$ cat src/common/bpw_pkg.sv
// Purpose: Shared constants and types for the prefetch window config block
// Assumes: Byte-addressed configuration space, 32-bit dword access with byte enables
// Notes:   Offsets are byte addresses within the bridge header

package bpw_pkg;

    // ------------------------------------------------------------
    // Register offsets (byte addresses)
    // ------------------------------------------------------------
    localparam logic [7:0] BPW_OFF_PREF_BASE_LOW = 8'h24;
    localparam logic [7:0] BPW_OFF_PREF_LIMIT_LOW = 8'h26;
    localparam logic [7:0] BPW_OFF_BASE_UPPER = 8'h28;
    localparam logic [7:0] BPW_OFF_LIMIT_UPPER = 8'h2c;
    localparam logic [7:0] BPW_OFF_CAP_PTR = 8'h34;
    localparam logic [7:0] BPW_OFF_INT_LINE = 8'h3c;
    localparam logic [7:0] BPW_OFF_INT_PIN = 8'h3d;

    // ------------------------------------------------------------
    // Field layout and reset values
    // ------------------------------------------------------------
    localparam int BPW_ADDR_W = 40;
    localparam int BPW_WIN_LSB = 20;
    localparam int BPW_HIGH_W = 4;
    localparam logic [11:0] BPW_BASE_LOW_RST = 12'hfff;
    localparam logic [11:0] BPW_LIMIT_LOW_RST = 12'h000;
    localparam logic [3:0] BPW_ADDR64_CODE = 4'h1;
    localparam logic [31:0] BPW_BASE_UPPER_RST = 32'h0000000f;
    localparam logic [31:0] BPW_LIMIT_UPPER_RST = 32'h00000000;
    localparam logic [7:0] BPW_CAP_PTR_VAL = 8'h88;
    localparam logic [7:0] BPW_INT_LINE_RST = 8'h00;
    localparam logic [7:0] BPW_INT_PIN_VAL = 8'h01;

    // ------------------------------------------------------------
    // Carriers
    // ------------------------------------------------------------
    typedef struct packed {
        logic valid;
        logic write;
        logic [7:0] addr;
        logic [3:0] byte_en;
        logic [31:0] wdata;
    } bpw_cfg_req_s;

    typedef struct packed {
        logic valid;
        logic [BPW_ADDR_W-1:0] addr;
    } bpw_mem_req_s;

endpackage : bpw_pkg

$ cat src/core/bpw_window_decode.sv
// Purpose: Inclusive 40-bit window compare for prefetchable routing
// Assumes: Base and limit arrive as 1 MB granular fields
// Notes:   Purely combinational; the hit is registered by the caller

`timescale 1ns/1ps
`default_nettype none

module bpw_window_decode (
    // Window bounds in 1 MB units
    input wire logic [19:0] base_mb,
    input wire logic [19:0] limit_mb,
    // Address under test
    input wire logic [bpw_pkg::BPW_ADDR_W-1:0] addr,
    // Result
    output logic hit
);
    import bpw_pkg::*;

    logic [BPW_ADDR_W-1:0] base_full;
    logic [BPW_ADDR_W-1:0] limit_full;

    always_comb begin
        base_full = {base_mb, {BPW_WIN_LSB{1'b0}}};
        limit_full = {limit_mb, {BPW_WIN_LSB{1'b1}}};
        hit = (addr >= base_full) && (addr <= limit_full);
    end

endmodule : bpw_window_decode

`default_nettype wire

$ cat src/core/bpw_config_regs.sv
// Purpose: Prefetch window limit, upper base/limit, capability pointer and interrupt bytes
// Assumes: One configuration access per cycle; read data is returned one cycle later
// Notes:   Routing hit is registered one cycle after the memory request
//
// Functional notes
// - Route request inside inclusive 40-bit window
// - Limit low bits 15:4 writable, reset 000h
// - Limit low 20 address bits as ones
// - Base low 20 address bits as zeros
// - Limit low bits 3:0 read 1h
// - Upper base bits 3:0 writable, reset Fh
// - Upper limit bits 3:0 writable, reset 0h
// - Upper bits 31:4 plain storage, unused
// - Capability pointer reads constant 88h
// - Interrupt line writable, reset 00h, unused
// - Interrupt pin reads constant 01h
// - Base low bits 15:4 writable, reset FFFh

`timescale 1ns/1ps
`default_nettype none

module bpw_config_regs (
    // Clock and reset
    input wire logic clock,
    input wire logic reset_n,
    // Configuration access
    input wire bpw_pkg::bpw_cfg_req_s cfg_req,
    output logic [31:0] cfg_rdata,
    output logic cfg_rvalid,
    // Processor memory request
    input wire bpw_pkg::bpw_mem_req_s mem_req,
    output logic route_valid,
    output logic route_to_graphics
);
    import bpw_pkg::*;

    // ------------------------------------------------------------
    // Register state
    // ------------------------------------------------------------
    logic [11:0] base_low_q, base_low_d;
    logic [11:0] limit_low_q, limit_low_d;
    logic [31:0] base_upper_q, base_upper_d;
    logic [31:0] limit_upper_q, limit_upper_d;
    logic [7:0] int_line_q, int_line_d;
    logic [31:0] rdata_q, rdata_d;
    logic rvalid_q, rvalid_d;
    logic route_valid_q, route_valid_d;
    logic route_q, route_d;
    logic win_hit;

    logic wr;
    logic [7:0] dw_addr;
    logic [19:0] base_mb;
    logic [19:0] limit_mb;

    // Window bits above the upper nibble are not implemented and stay zero
    localparam int BPW_TOP_PAD_W = BPW_ADDR_W - BPW_WIN_LSB - BPW_HIGH_W - 12;

    // ------------------------------------------------------------
    // Helpers
    // ------------------------------------------------------------
    // Merge one byte lane when its enable is set
    function automatic logic [7:0] lane(input logic en, input logic [7:0] old_v,
                                        input logic [7:0] new_v);
        lane = en ? new_v : old_v;
    endfunction : lane

    // Store a 12-bit window field; the nibble under it is a fixed code
    function automatic logic [11:0] field12(input logic [1:0] en,
                                            input logic [11:0] old_v,
                                            input logic [15:0] new_v);
        field12 = old_v;
        if (en[0]) begin
            field12[3:0] = new_v[7:4];
        end
        if (en[1]) begin
            field12[11:4] = new_v[15:8];
        end
    endfunction : field12

    // Read image of a low window register: field over its fixed code nibble
    function automatic logic [15:0] low_image(input logic [11:0] field);
        low_image = {field, BPW_ADDR64_CODE};
    endfunction : low_image

    // Write strobe for one dword of the header
    function automatic logic dword_wr(input logic w, input logic [7:0] a,
                                      input logic [7:0] off);
        dword_wr = w && (a == off);
    endfunction : dword_wr

    // ------------------------------------------------------------
    // Access decode
    // ------------------------------------------------------------
    always_comb begin
        wr = cfg_req.valid && cfg_req.write;
        dw_addr = {cfg_req.addr[7:2], 2'b00};
    end

    // ------------------------------------------------------------
    // Write path
    // ------------------------------------------------------------
    always_comb begin
        base_low_d = base_low_q;
        limit_low_d = limit_low_q;
        base_upper_d = base_upper_q;
        limit_upper_d = limit_upper_q;
        int_line_d = int_line_q;
        if (dword_wr(wr, dw_addr, BPW_OFF_PREF_BASE_LOW)) begin
            base_low_d = field12(cfg_req.byte_en[1:0], base_low_q,
                                 cfg_req.wdata[15:0]);
            limit_low_d = field12(cfg_req.byte_en[3:2], limit_low_q,
                                  cfg_req.wdata[31:16]);
        end
        // Upper bits are stored as written; zeros are the caller's duty
        for (int b = 0; b < 4; b++) begin
            if (dword_wr(wr, dw_addr, BPW_OFF_BASE_UPPER)) begin
                base_upper_d[b*8 +: 8] = lane(cfg_req.byte_en[b], base_upper_q[b*8 +: 8],
                                              cfg_req.wdata[b*8 +: 8]);
            end
            if (dword_wr(wr, dw_addr, BPW_OFF_LIMIT_UPPER)) begin
                limit_upper_d[b*8 +: 8] = lane(cfg_req.byte_en[b], limit_upper_q[b*8 +: 8],
                                               cfg_req.wdata[b*8 +: 8]);
            end
        end
        if (dword_wr(wr, dw_addr, BPW_OFF_INT_LINE) && cfg_req.byte_en[0]) begin
            int_line_d = cfg_req.wdata[7:0];
        end
    end

    // ------------------------------------------------------------
    // Read path
    // ------------------------------------------------------------
    always_comb begin
        rvalid_d = cfg_req.valid && !cfg_req.write;
        rdata_d = rdata_q;
        if (rvalid_d) begin
            unique case (dw_addr)
                BPW_OFF_PREF_BASE_LOW:
                    rdata_d = {low_image(limit_low_q), low_image(base_low_q)};
                BPW_OFF_BASE_UPPER: rdata_d = base_upper_q;
                BPW_OFF_LIMIT_UPPER: rdata_d = limit_upper_q;
                BPW_OFF_CAP_PTR: rdata_d = {24'h000000, BPW_CAP_PTR_VAL};
                BPW_OFF_INT_LINE: rdata_d = {16'h0000, BPW_INT_PIN_VAL, int_line_q};
                default: rdata_d = 32'h00000000;
            endcase
        end
    end

    // ------------------------------------------------------------
    // Routing decode
    // ------------------------------------------------------------
    // Interrupt line and reserved upper bits never reach the compare.
    // Window bits 39:36 are fixed at zero, so a request with any of those
    // address bits set falls above the limit and is never routed.
    always_comb begin
        base_mb = {{BPW_TOP_PAD_W{1'b0}}, base_upper_q[BPW_HIGH_W-1:0], base_low_q};
        limit_mb = {{BPW_TOP_PAD_W{1'b0}}, limit_upper_q[BPW_HIGH_W-1:0], limit_low_q};
    end

    bpw_window_decode u_decode (
        .base_mb(base_mb),
        .limit_mb(limit_mb),
        .addr(mem_req.addr),
        .hit(win_hit)
    );

    always_comb begin
        route_valid_d = mem_req.valid;
        route_d = mem_req.valid && win_hit;
    end

    // ------------------------------------------------------------
    // Registers
    // ------------------------------------------------------------
    // Configuration storage; a write is visible to a read one cycle later
    always_ff @(posedge clock or negedge reset_n) begin
        if (!reset_n) begin
            base_low_q <= BPW_BASE_LOW_RST;
            limit_low_q <= BPW_LIMIT_LOW_RST;
            base_upper_q <= BPW_BASE_UPPER_RST;
            limit_upper_q <= BPW_LIMIT_UPPER_RST;
            int_line_q <= BPW_INT_LINE_RST;
        end else begin
            base_low_q <= base_low_d;
            limit_low_q <= limit_low_d;
            base_upper_q <= base_upper_d;
            limit_upper_q <= limit_upper_d;
            int_line_q <= int_line_d;
        end
    end

    // Read answer; the data holds between reads so a late sampler
    // still sees the last value
    always_ff @(posedge clock or negedge reset_n) begin
        if (!reset_n) begin
            rdata_q <= 32'h00000000;
            rvalid_q <= 1'b0;
        end else begin
            rdata_q <= rdata_d;
            rvalid_q <= rvalid_d;
        end
    end

    // Routing answer, judged on the bounds of the cycle the request arrives
    always_ff @(posedge clock or negedge reset_n) begin
        if (!reset_n) begin
            route_valid_q <= 1'b0;
            route_q <= 1'b0;
        end else begin
            route_valid_q <= route_valid_d;
            route_q <= route_d;
        end
    end

    assign cfg_rdata = rdata_q;
    assign cfg_rvalid = rvalid_q;
    assign route_valid = route_valid_q;
    assign route_to_graphics = route_q;

endmodule : bpw_config_regs

`default_nettype wire

$ cat config.mk
export PLATFORM = sky130hd
export DESIGN_NAME = bpw_config_regs
export DESIGN_NICKNAME = d
export VERILOG_FILES = /design/src/common/bpw_pkg.sv /design/src/core/bpw_window_decode.sv /design/src/core/bpw_config_regs.sv
export SDC_FILE = /design/constraint.sdc
export NUM_CORES = 1
export LEC_CHECK = 0
export CORE_ASPECT_RATIO = 1.2
export CORE_UTILIZATION = 25
export CTS_CLUSTER_SIZE = 10
export DETAILED_ROUTE_END_ITERATION = 12
export DONT_BUFFER_PORTS = 1
export HOLD_SLACK_MARGIN = 0.12
export PLACE_DENSITY = 0.35
export SLEW_MARGIN = 10
export SYNTH_ARGS = -nofsm -noshare
export SYNTH_HDL_FRONTEND = slang
export SYNTH_SLANG_ARGS = --single-unit
export TNS_END_PERCENT = 10
$ cat constraint.sdc
create_clock -name clock -period 4.04 [get_ports clock]
set_input_delay 0.808 -clock clock [delete_from_list [all_inputs] [get_ports clock]]
set_output_delay 0.808 -clock clock [all_outputs]
set_load 0.05 [all_outputs]
-- Word-level counts from Yosys, hierarchy flattened
Index checks and enable logic that the tools add are counted.
Widths: inputs -> output; s select.
- $lt $le $gt $ge: 2
- eq/ne operators: 5
- mux-type cells: 1
- reductions and logical operators: 22
- operators with widths (kind ; number):
    $pmux 32 s5 ; 1
    $ge 40x36->1 ; 1
    $le 40x36->1 ; 1
    $eq 6x4->1 const B ; 5
    $reduce_and 2->1 ; 12
    $logic_and 1x1->1 ; 9
    $logic_not 1->1 ; 1
- bits in registers: 131
- input port bits: 89
- logic and storage cells: 47

-- Logic depth before layout (Yosys ltp)
Gate-level depths: netlist (run 1).
- depth after elaboration: 3
- gate-level depth with buffers: 8
- depth with buffers taken out: 7

-- Modules after synthesis
Synthesis (run 1) repeated with hierarchy kept, for this count alone.
- cell total of the unflattened synthesis: 604
- area total of the unflattened synthesis: 6726.5 µm²
- modules (own cells, without submodules) (module ; times used ; cells an instance ; area an instance (µm²) ; seq. area each (µm²)):
    bpw_config_regs ; 1 ; 449 ; 5642.9 ; 3298.2
    bpw_window_decode ; 1 ; 155 ; 1083.5 ; 0.0

-- Worst setup path before layout (run 1)
OpenSTA, ideal clock, no wires.
- path type: input -> register
- start point: input mem_req[23] (netlist name)
- end point: register route_q (netlist: route_to_graphics)
- setup time: 0.066 ns
- data arrival time: 2.397 ns
- data required time: 3.974 ns
- slack: 1.577 ns
- stages on the path: 6
- buffers on the path: 0
- path through: ha_1 > or4b_1 > nor4_1 > a31oi_1 > a2111oi_0 > o32a_1
- cells in the longest elaborated chain, start to end: 3
- ends and longest elaborated chain (element ; line ; source):
    start, declared ; bpw_config_regs.sv:31 ; input wire bpw_pkg::bpw_mem_req_s mem_req,
    $ge 40x36->1 / $le 40x36->1 (equally long branches) ; bpw_window_decode.sv:25 ; hit = (addr >= base_full) && (addr <= limit_full);
    $logic_and 1x1->1 (*) ; bpw_window_decode.sv:25 ;
    $logic_and 1x1->1 (*) ; bpw_config_regs.sv:170 ; route_d = mem_req.valid && win_hit;
    net route_d ; bpw_config_regs.sv:48 ; logic route_q, route_d;
    end signal, assigned ; bpw_config_regs.sv:212 ; route_q <= route_d;
    end, declared ; bpw_config_regs.sv:48 ;
The timed path passes the listed nets; every way through them passes the cells marked *.
A chain may end at the register's enable or synchronous reset.

-- Final worst setup path (run 1)
- start point: input cfg_req[40] (netlist name)
- end point: register base_upper_q[12]
- cells in the longest elaborated chain, start to end: 3
- ends and longest elaborated chain (element ; line ; source):
    start, declared ; bpw_config_regs.sv:27 ; input wire bpw_pkg::bpw_cfg_req_s cfg_req,
    $eq 6x4->1 ; bpw_config_regs.sv:89 ; dword_wr = w && (a == off);
    $logic_and 1x1->1 ; bpw_config_regs.sv:89 ;
    $reduce_and 2->1 (no line) ; -- ;
    end signal, assigned ; bpw_config_regs.sv:187 ; base_upper_q <= base_upper_d;
    end, declared ; bpw_config_regs.sv:42 ; logic [31:0] base_upper_q, base_upper_d;
Every way passes these cells.

==> results of run 1 <==
logic make-up (layout without fill, tap and decap cells):
logic type,Yosys count,in the layout
adder cells (fa/ha/maj),32,32
flip-flops,131,131
multiplexers,96,96
AND/OR/NAND/NOR,98,98
buffers and inverters,56,76
AO/OA/AOI/OAI,96,96
metrics by stage:
| step | setup slack (ps) | instance area [µm²] |
|---|---|---|
| floorplan | 1577 | 6260 |
| global placement | 1081 | 6630 |
| detailed placement | 1029 | 6630 |
| CTS | 1475 | 7247 |
| global route | 1329 | 7247 |
| finish | 1516 | 7247 |
registers in the layout, indices dropped and copies added (netlist names):
name               flops
limit_upper_q         32
route_to_graphics      1
base_low_q            12
int_line_q             8
cfg_rvalid             1
route_valid            1
cfg_rdata             32
base_upper_q          32
limit_low_q           12
per-layer routing:
layer | vias to the layer above | track usage | share of wire
li1 | 1923 | - | -
met1 | 2185 | 0.1813 | 0.41
met2 | 136 | 0.2649 | 0.49
met3 | 27 | 0.05792 | 0.080
met4 | 0 | 0.05078 | 0.018
met5 | - | 0 | 0
critical path, delay by kind of cell:
family	cells	cell delay [ps]
buffers and inverters	1	360
AND/OR/NAND/NOR	3	1150
multiplexers	1	490
cell usage in the layout, fill, tap and decap left out, drive strengths merged, types with 9 or more instances in the layout:
cell / netlist / layout
a21oi: 16 / 16
a222oi: 24 / 24
buf: 5 / 9
clkbuf: 16 / 21
dfrtp: 115 / 115
dfstp: 16 / 16
ha: 32 / 32
inv: 35 / 36
mux2: 96 / 96
nand2: 47 / 47
nand4: 15 / 15
o21ai: 32 / 32
Yosys cell counts (2+ instances only):
cell       count  share of area
a21oi_1       16          0.013
and4_1         2         0.0028
a21o_1         6         0.0072
a222oi_1      24          0.038
clkbuf_1      16         0.0096
a22oi_1        3         0.0036
nor2b_1        3         0.0030
o21ai_0       32          0.026
ha_1          32          0.064
buf_4          2         0.0024
a221oi_1       4         0.0056
and3_1         2         0.0020
or4_1          4         0.0048
dfstp_2       16          0.067
buf_2          2         0.0016
nand3_1        7         0.0056
a2111oi_0      3         0.0042
nand2_2        4         0.0040
mux2_1         2         0.0036
nor4_1         7         0.0070
mux2_2        94           0.17
nand4_2        2         0.0040
nand2_1       43          0.026
nand4_1       12          0.012
inv_1         35          0.021
dfrtp_1      115           0.46
a221o_1        2         0.0032
report_power, final:
part / switching [W] / internal [W] / total, W
Sequential: 0.0000331 / 0.00137 / 0.00140
Clock: 0.000601 / 0.000944 / 0.00154
Combinational: 0.0000927 / 0.0000749 / 0.000168
cell type report:
type | count | area, µm²
clock inverter | 11 | 128.9
inverter | 35 | 131.4
sequential | 131 | 3298
fill | 2513 | 17430
clock buffer | 21 | 460.4
multi-input combinational | 322 | 2734
tap | 325 | 406.6
timing repair buffer | 9 | 87.58
worst paths after layout:
| check | from | to | slack [ps] |
|---|---|---|---|
| setup / recovery | cfg_req[40] | base_upper_q[12] | 1520 |
| max in group asynchronous | reset_n | base_upper_q[7] | 3190 |
| setup reg to reg | base_low_q[3] | route_to_graphics | 1540 |
| hold reg to reg | limit_upper_q[28] | limit_upper_q[28] | 500 |
| min in group clock | mem_req[40] | route_valid | 420 |
| hold / removal | reset_n | base_upper_q[0] | 240 |
==> summary.txt, run 1 <==
STA
  • Max-slew violations: 0
  • Fmax: 0.3963 GHz
  • Normalized max-slew margin: 0.5631
  • Final hold vios: 0
  • Clock skew: 7.523 ps
  • Worst-margin pin slew: 653.4 ps
  • Final Cycle Share: 0.6246
  • WHS: 235.7 ps
  • Setup TNS: 0 ps
  • Final setup fails: 0
  • Unrepaired setup endpoints after global routing: no
  • Fin crit period: 2524 ps

Place
  • IO Port Bufs: 0
  • Routability Congestion: 0.7714
  • DP HPWL: 13.10 mm
  • Inst Count DP: 821

Power
  • Leakage: 3.172 nW
  • IR drop worst, VDD: 0.0002567 V
  • Pwr Density: 429.3 mW/mm²
  • Final Total Pwr: 0.003111 W

Finish
  • Utilization after layout: 0.2937
  • Layout Cells excl Fill: 854
  • P&R area growth vs syn: 15.77%
  • Diode count: 0
  • Share of post-route cells with drive strength above 1: 0.3006
  • Net count, final: 637

Yosys
  • Main synth FF type: dfrtp_1
  • Post-Synth Adder-Cell Area: 0.06396
  • Main combinational cell family by area after synthesis: multiplexers
  • Synth Cell Area: 0.006260 mm²
  • Synth Area in Simple Gates: 0.09174
  • Yosys Warn Count: 0
  • Syn Area/Cell: 12.30 µm²
  • Synthesized flop and latch total: 131
  • FFs w/ async S/R, synth: 1.000
  • Sequential share of the synthesized area: 0.5269
  • Synth Area in XOR/XNOR: 0
  • Post-synthesis cell count: 509
  • Post-Syn Nets: 630
  • EDFF count, synth: 0
  • Compound-gate portion of the synthesized area: 0.1083
  • Mux cell area share after synthesis: 0.1727
  • Unique cell type count in the Yosys netlist: 46

Run status
  • Outcome: finished, final reports clean

GRT
  • Initial antenna violation count: 0
  • Vias in the first global route: 4698
  • GR Util All Layers: 0.1561
  • Pin count of the biggest net entering global routing: 116
  • Total gr overflow: 0
  • First-pass GRT wire length: 29.30 mm

Clocking
  • Root buf cell: clkbuf_16
  • CTS H-tree depth: 4
  • Longest Clk Path Bufs: 2
  • Hold buffers post-CTS: 1
  • Worst-path clk slew: 60 ps
  • CTS tree: done
  • # Post-CTS Setup Buffers: 0
  • Clk_lat worst skew: 420 ps
  • Total CTS buffers: 17
  • Cts repair resizes: 0
  • CTS sink cnt: 131

Run
  • Max-cap violations: 0

Critical path
  • Startpoint types: input port
  • Worst reg2reg path depth: 7
  • CP max-delay cell: nand4_1
  • Critical setup path kind: in -> reg
  • Critical path arrival: 2820 ps
  • Crit end category: register
  • Worst-path cell chain: nand3b_1 -> nor4_4 -> buf_4 -> nand4_1 -> mux2_2
  • CP Max Fanout: 16
  • CP required: 4330 ps
  • Worst path max stage delay: 570 ps

Drt
  • Remaining DRCs: 0
  • WL/cell: 22.36 µm
  • DRT Pass-1 Iters: 6
  • DR iter-0 viols: 257
  • Post-DRT Antenna Nets: 0
  • Vias: 4271
  • Detailed Route WL: 19.09 mm
  • Drt via density: 5.001

Floorplanning
  • DIE WIDTH: 146.5 µm
  • # IOs: 124
  • Die Area: 0.02568 mm²
  • Core box area: 0.02467 mm²
  • Die Height: 175.3 µm
  • Row cnt: 63
  • Initial core utilization: 0.2537

Worst hold path
  • Hold Crit Class: in -> async
Note: power is estimated with default switching activity, not from simulation.
==> run 2: changes to the inputs <==
==> constraint.sdc (replaced) <==
create_clock -name clock -period 2.5 [get_ports clock]
set_input_delay 0.5 -clock clock [delete_from_list [all_inputs] [get_ports clock]]
set_output_delay 0.5 -clock clock [all_outputs]
set_load 0.05 [all_outputs]
==> run 2 against run 1 <==
The flow now finishes with violations (negative hold slack). Count of clock-buffer cells in the layout fell by 3. Sequential power rose by 61%. Clock power rose by 74%. Cell count rose by 0.70%. Critical endpoint is now route_to_graphics. Largest power group unchanged.
==> summary.txt, run 2 (same netlist as run 1, synthesis figures left out) <==
Run status
  • Outcome: complete, but fails checks
  • Failing checks: negative hold slack

STA
  • Fin crit period: 2425 ps
  • Final setup fails: 0
  • Unrepaired setup endpoints after global routing: no
  • Clock skew: 13.94 ps
  • Final hold vios: 126
  • Crit path setup slack, layout: 75.20 ps
  • Setup TNS: 0 ps
  • Final Cycle Share: 0.9699
  • Normalized max-slew margin: 0.6169
  • Max-slew violations: 0
  • WHS: -222.6 ps
  • Worst-margin pin slew: 574.7 ps
  • Fmax: 0.4124 GHz

Floorplanning
  • Initial core utilization: 0.2537
  • Die Height: 175.3 µm
  • Core box area: 0.02467 mm²
  • Die Area: 0.02568 mm²
  • Row cnt: 63
  • # IOs: 124
  • DIE WIDTH: 146.5 µm

Drt
  • WL/cell: 22.10 µm
  • Detailed Route WL: 19.00 mm
  • DRT Pass-1 Iters: 8
  • DR iter-0 viols: 220
  • Vias: 4268
  • Post-DRT Antenna Nets: 0
  • Drt via density: 4.963
  • Remaining DRCs: 0

Finish
  • Most frequent cells in the layout: 115 x dfrtp_1, 94 x mux2_2, 43 x nand2_1
  • Most common cell after layout, fill and taps aside: dfrtp_1
  • Net count, final: 643
  • Share of post-route cells with drive strength above 1: 0.3159
  • Layout Cells excl Fill: 860
  • P&R area growth vs syn: 17.59%
  • Diode count: 0

Power
  • Pwr Density: 703.5 mW/mm²
  • IR drop worst, VDD: 0.0003842 V
  • Leakage: 3.237 nW

Critical path
  • Critical path arrival: 2770 ps
  • CP required: 2850 ps
  • Startpoint types: register
  • Critical setup path kind: reg -> reg
  • FF-to-FF setup slack: 80 ps
  • CP Max Fanout: 2
  • Crit end category: register
  • Worst reg2reg path depth: 7

Clocking
  • # Post-CTS Setup Buffers: 0
  • Clk_lat worst skew: 420 ps
  • CTS sink cnt: 131
  • Root buf cell: clkbuf_16
  • Worst-path clk slew: 70 ps
  • CTS H-tree depth: 4
  • Longest Clk Path Bufs: 2
  • Hold buffers post-CTS: 1
  • CTS tree: done
  • Total CTS buffers: 17

GRT
  • Initial antenna violation count: 0
  • Total gr overflow: 0
  • First-pass GRT wire length: 28.78 mm
  • GR Util All Layers: 0.1540
  • Vias in the first global route: 4570
  • Pin count of the biggest net entering global routing: 132

Place
  • IO Port Bufs: 0
  • DP HPWL: 13.10 mm
  • Place WS: 3.641 ps
  • Inst Count DP: 827
  • Routability Congestion: 0.7796

Run
  • Max-cap violations: 0

Worst hold path
  • Hold Crit Class: in -> async
## run 2: changes by cell type in the layout (fill, tap and decap cells not counted), moves of 2 or more
cell	change
buf_4	+4
clkinvlp_4	-4
inv_6	+3
inv_8	+3
buf_12	+2
clkbuf_1	-2
## run 2: report_power, final
group / total, W / switching, W / internal [W]
sequential: 0.00226 / 0.0000526 / 0.00221
clock: 0.00268 / 0.00105 / 0.00163
combinational: 0.000236 / 0.000116 / 0.000120
## run 2: through the flow
stage / utilization / power, W / instance area [µm²]
after global placement: 0.2716 / 0.002522 / 6700
after global routing: 0.2983 / 0.005401 / 7361
after floorplan: - / 0.002463 / 6260
after detailed placement: 0.2716 / 0.002533 / 6700
after CTS: 0.2976 / 0.005254 / 7343
final: 0.2983 / 0.005178 / 7361
## run 2: timing repair
action | CTS | global route
hold endpoints to repair | 132 | 131
resized for setup | 1 | 3
pin swaps | 0 | 1
endpoints found under the setup margin | 1 | 1
## run 2: worst paths after layout
check | startpoint | end
setup / recovery | base_low_q[3] | route_to_graphics
hold / removal | reset_n | cfg_rdata[2]
setup reg to reg | base_low_q[3] | route_to_graphics
hold reg to reg | limit_upper_q[28] | limit_upper_q[28]
max in group asynchronous | reset_n | base_low_q[11]
min in group clock | cfg_req[28] | limit_upper_q[28]
## run 2: final cells by class
cell class | instances | area, µm²
repair buffers | 15 | 140.1
multi-input cells | 322 | 2753
inverters | 35 | 131.4
fillers | 2495 | 17310
clock inverters | 14 | 192.7
well taps | 325 | 406.6
flip-flops and latches | 131 | 3298
clock buffers | 18 | 439.2
## run 2: routing by layer
metal | part of all wire | up-vias | GRT usage
met3 | 0.061 | 11 | 0.05013
met4 | 0.011 | 0 | 0.04253
met2 | 0.51 | 135 | 0.2677
li1 | - | 1937 | -
met5 | 0 | - | 0
met1 | 0.42 | 2185 | 0.1809
## run 2: worst max-delay path, stage by stage (launching register included)
cell       delay, ps
dfstp_2          530
inv_1             50
ha_1             270
or4b_1           450
nor4_2           320
a31oi_2          180
a2111oi_2        390
o32a_1           180
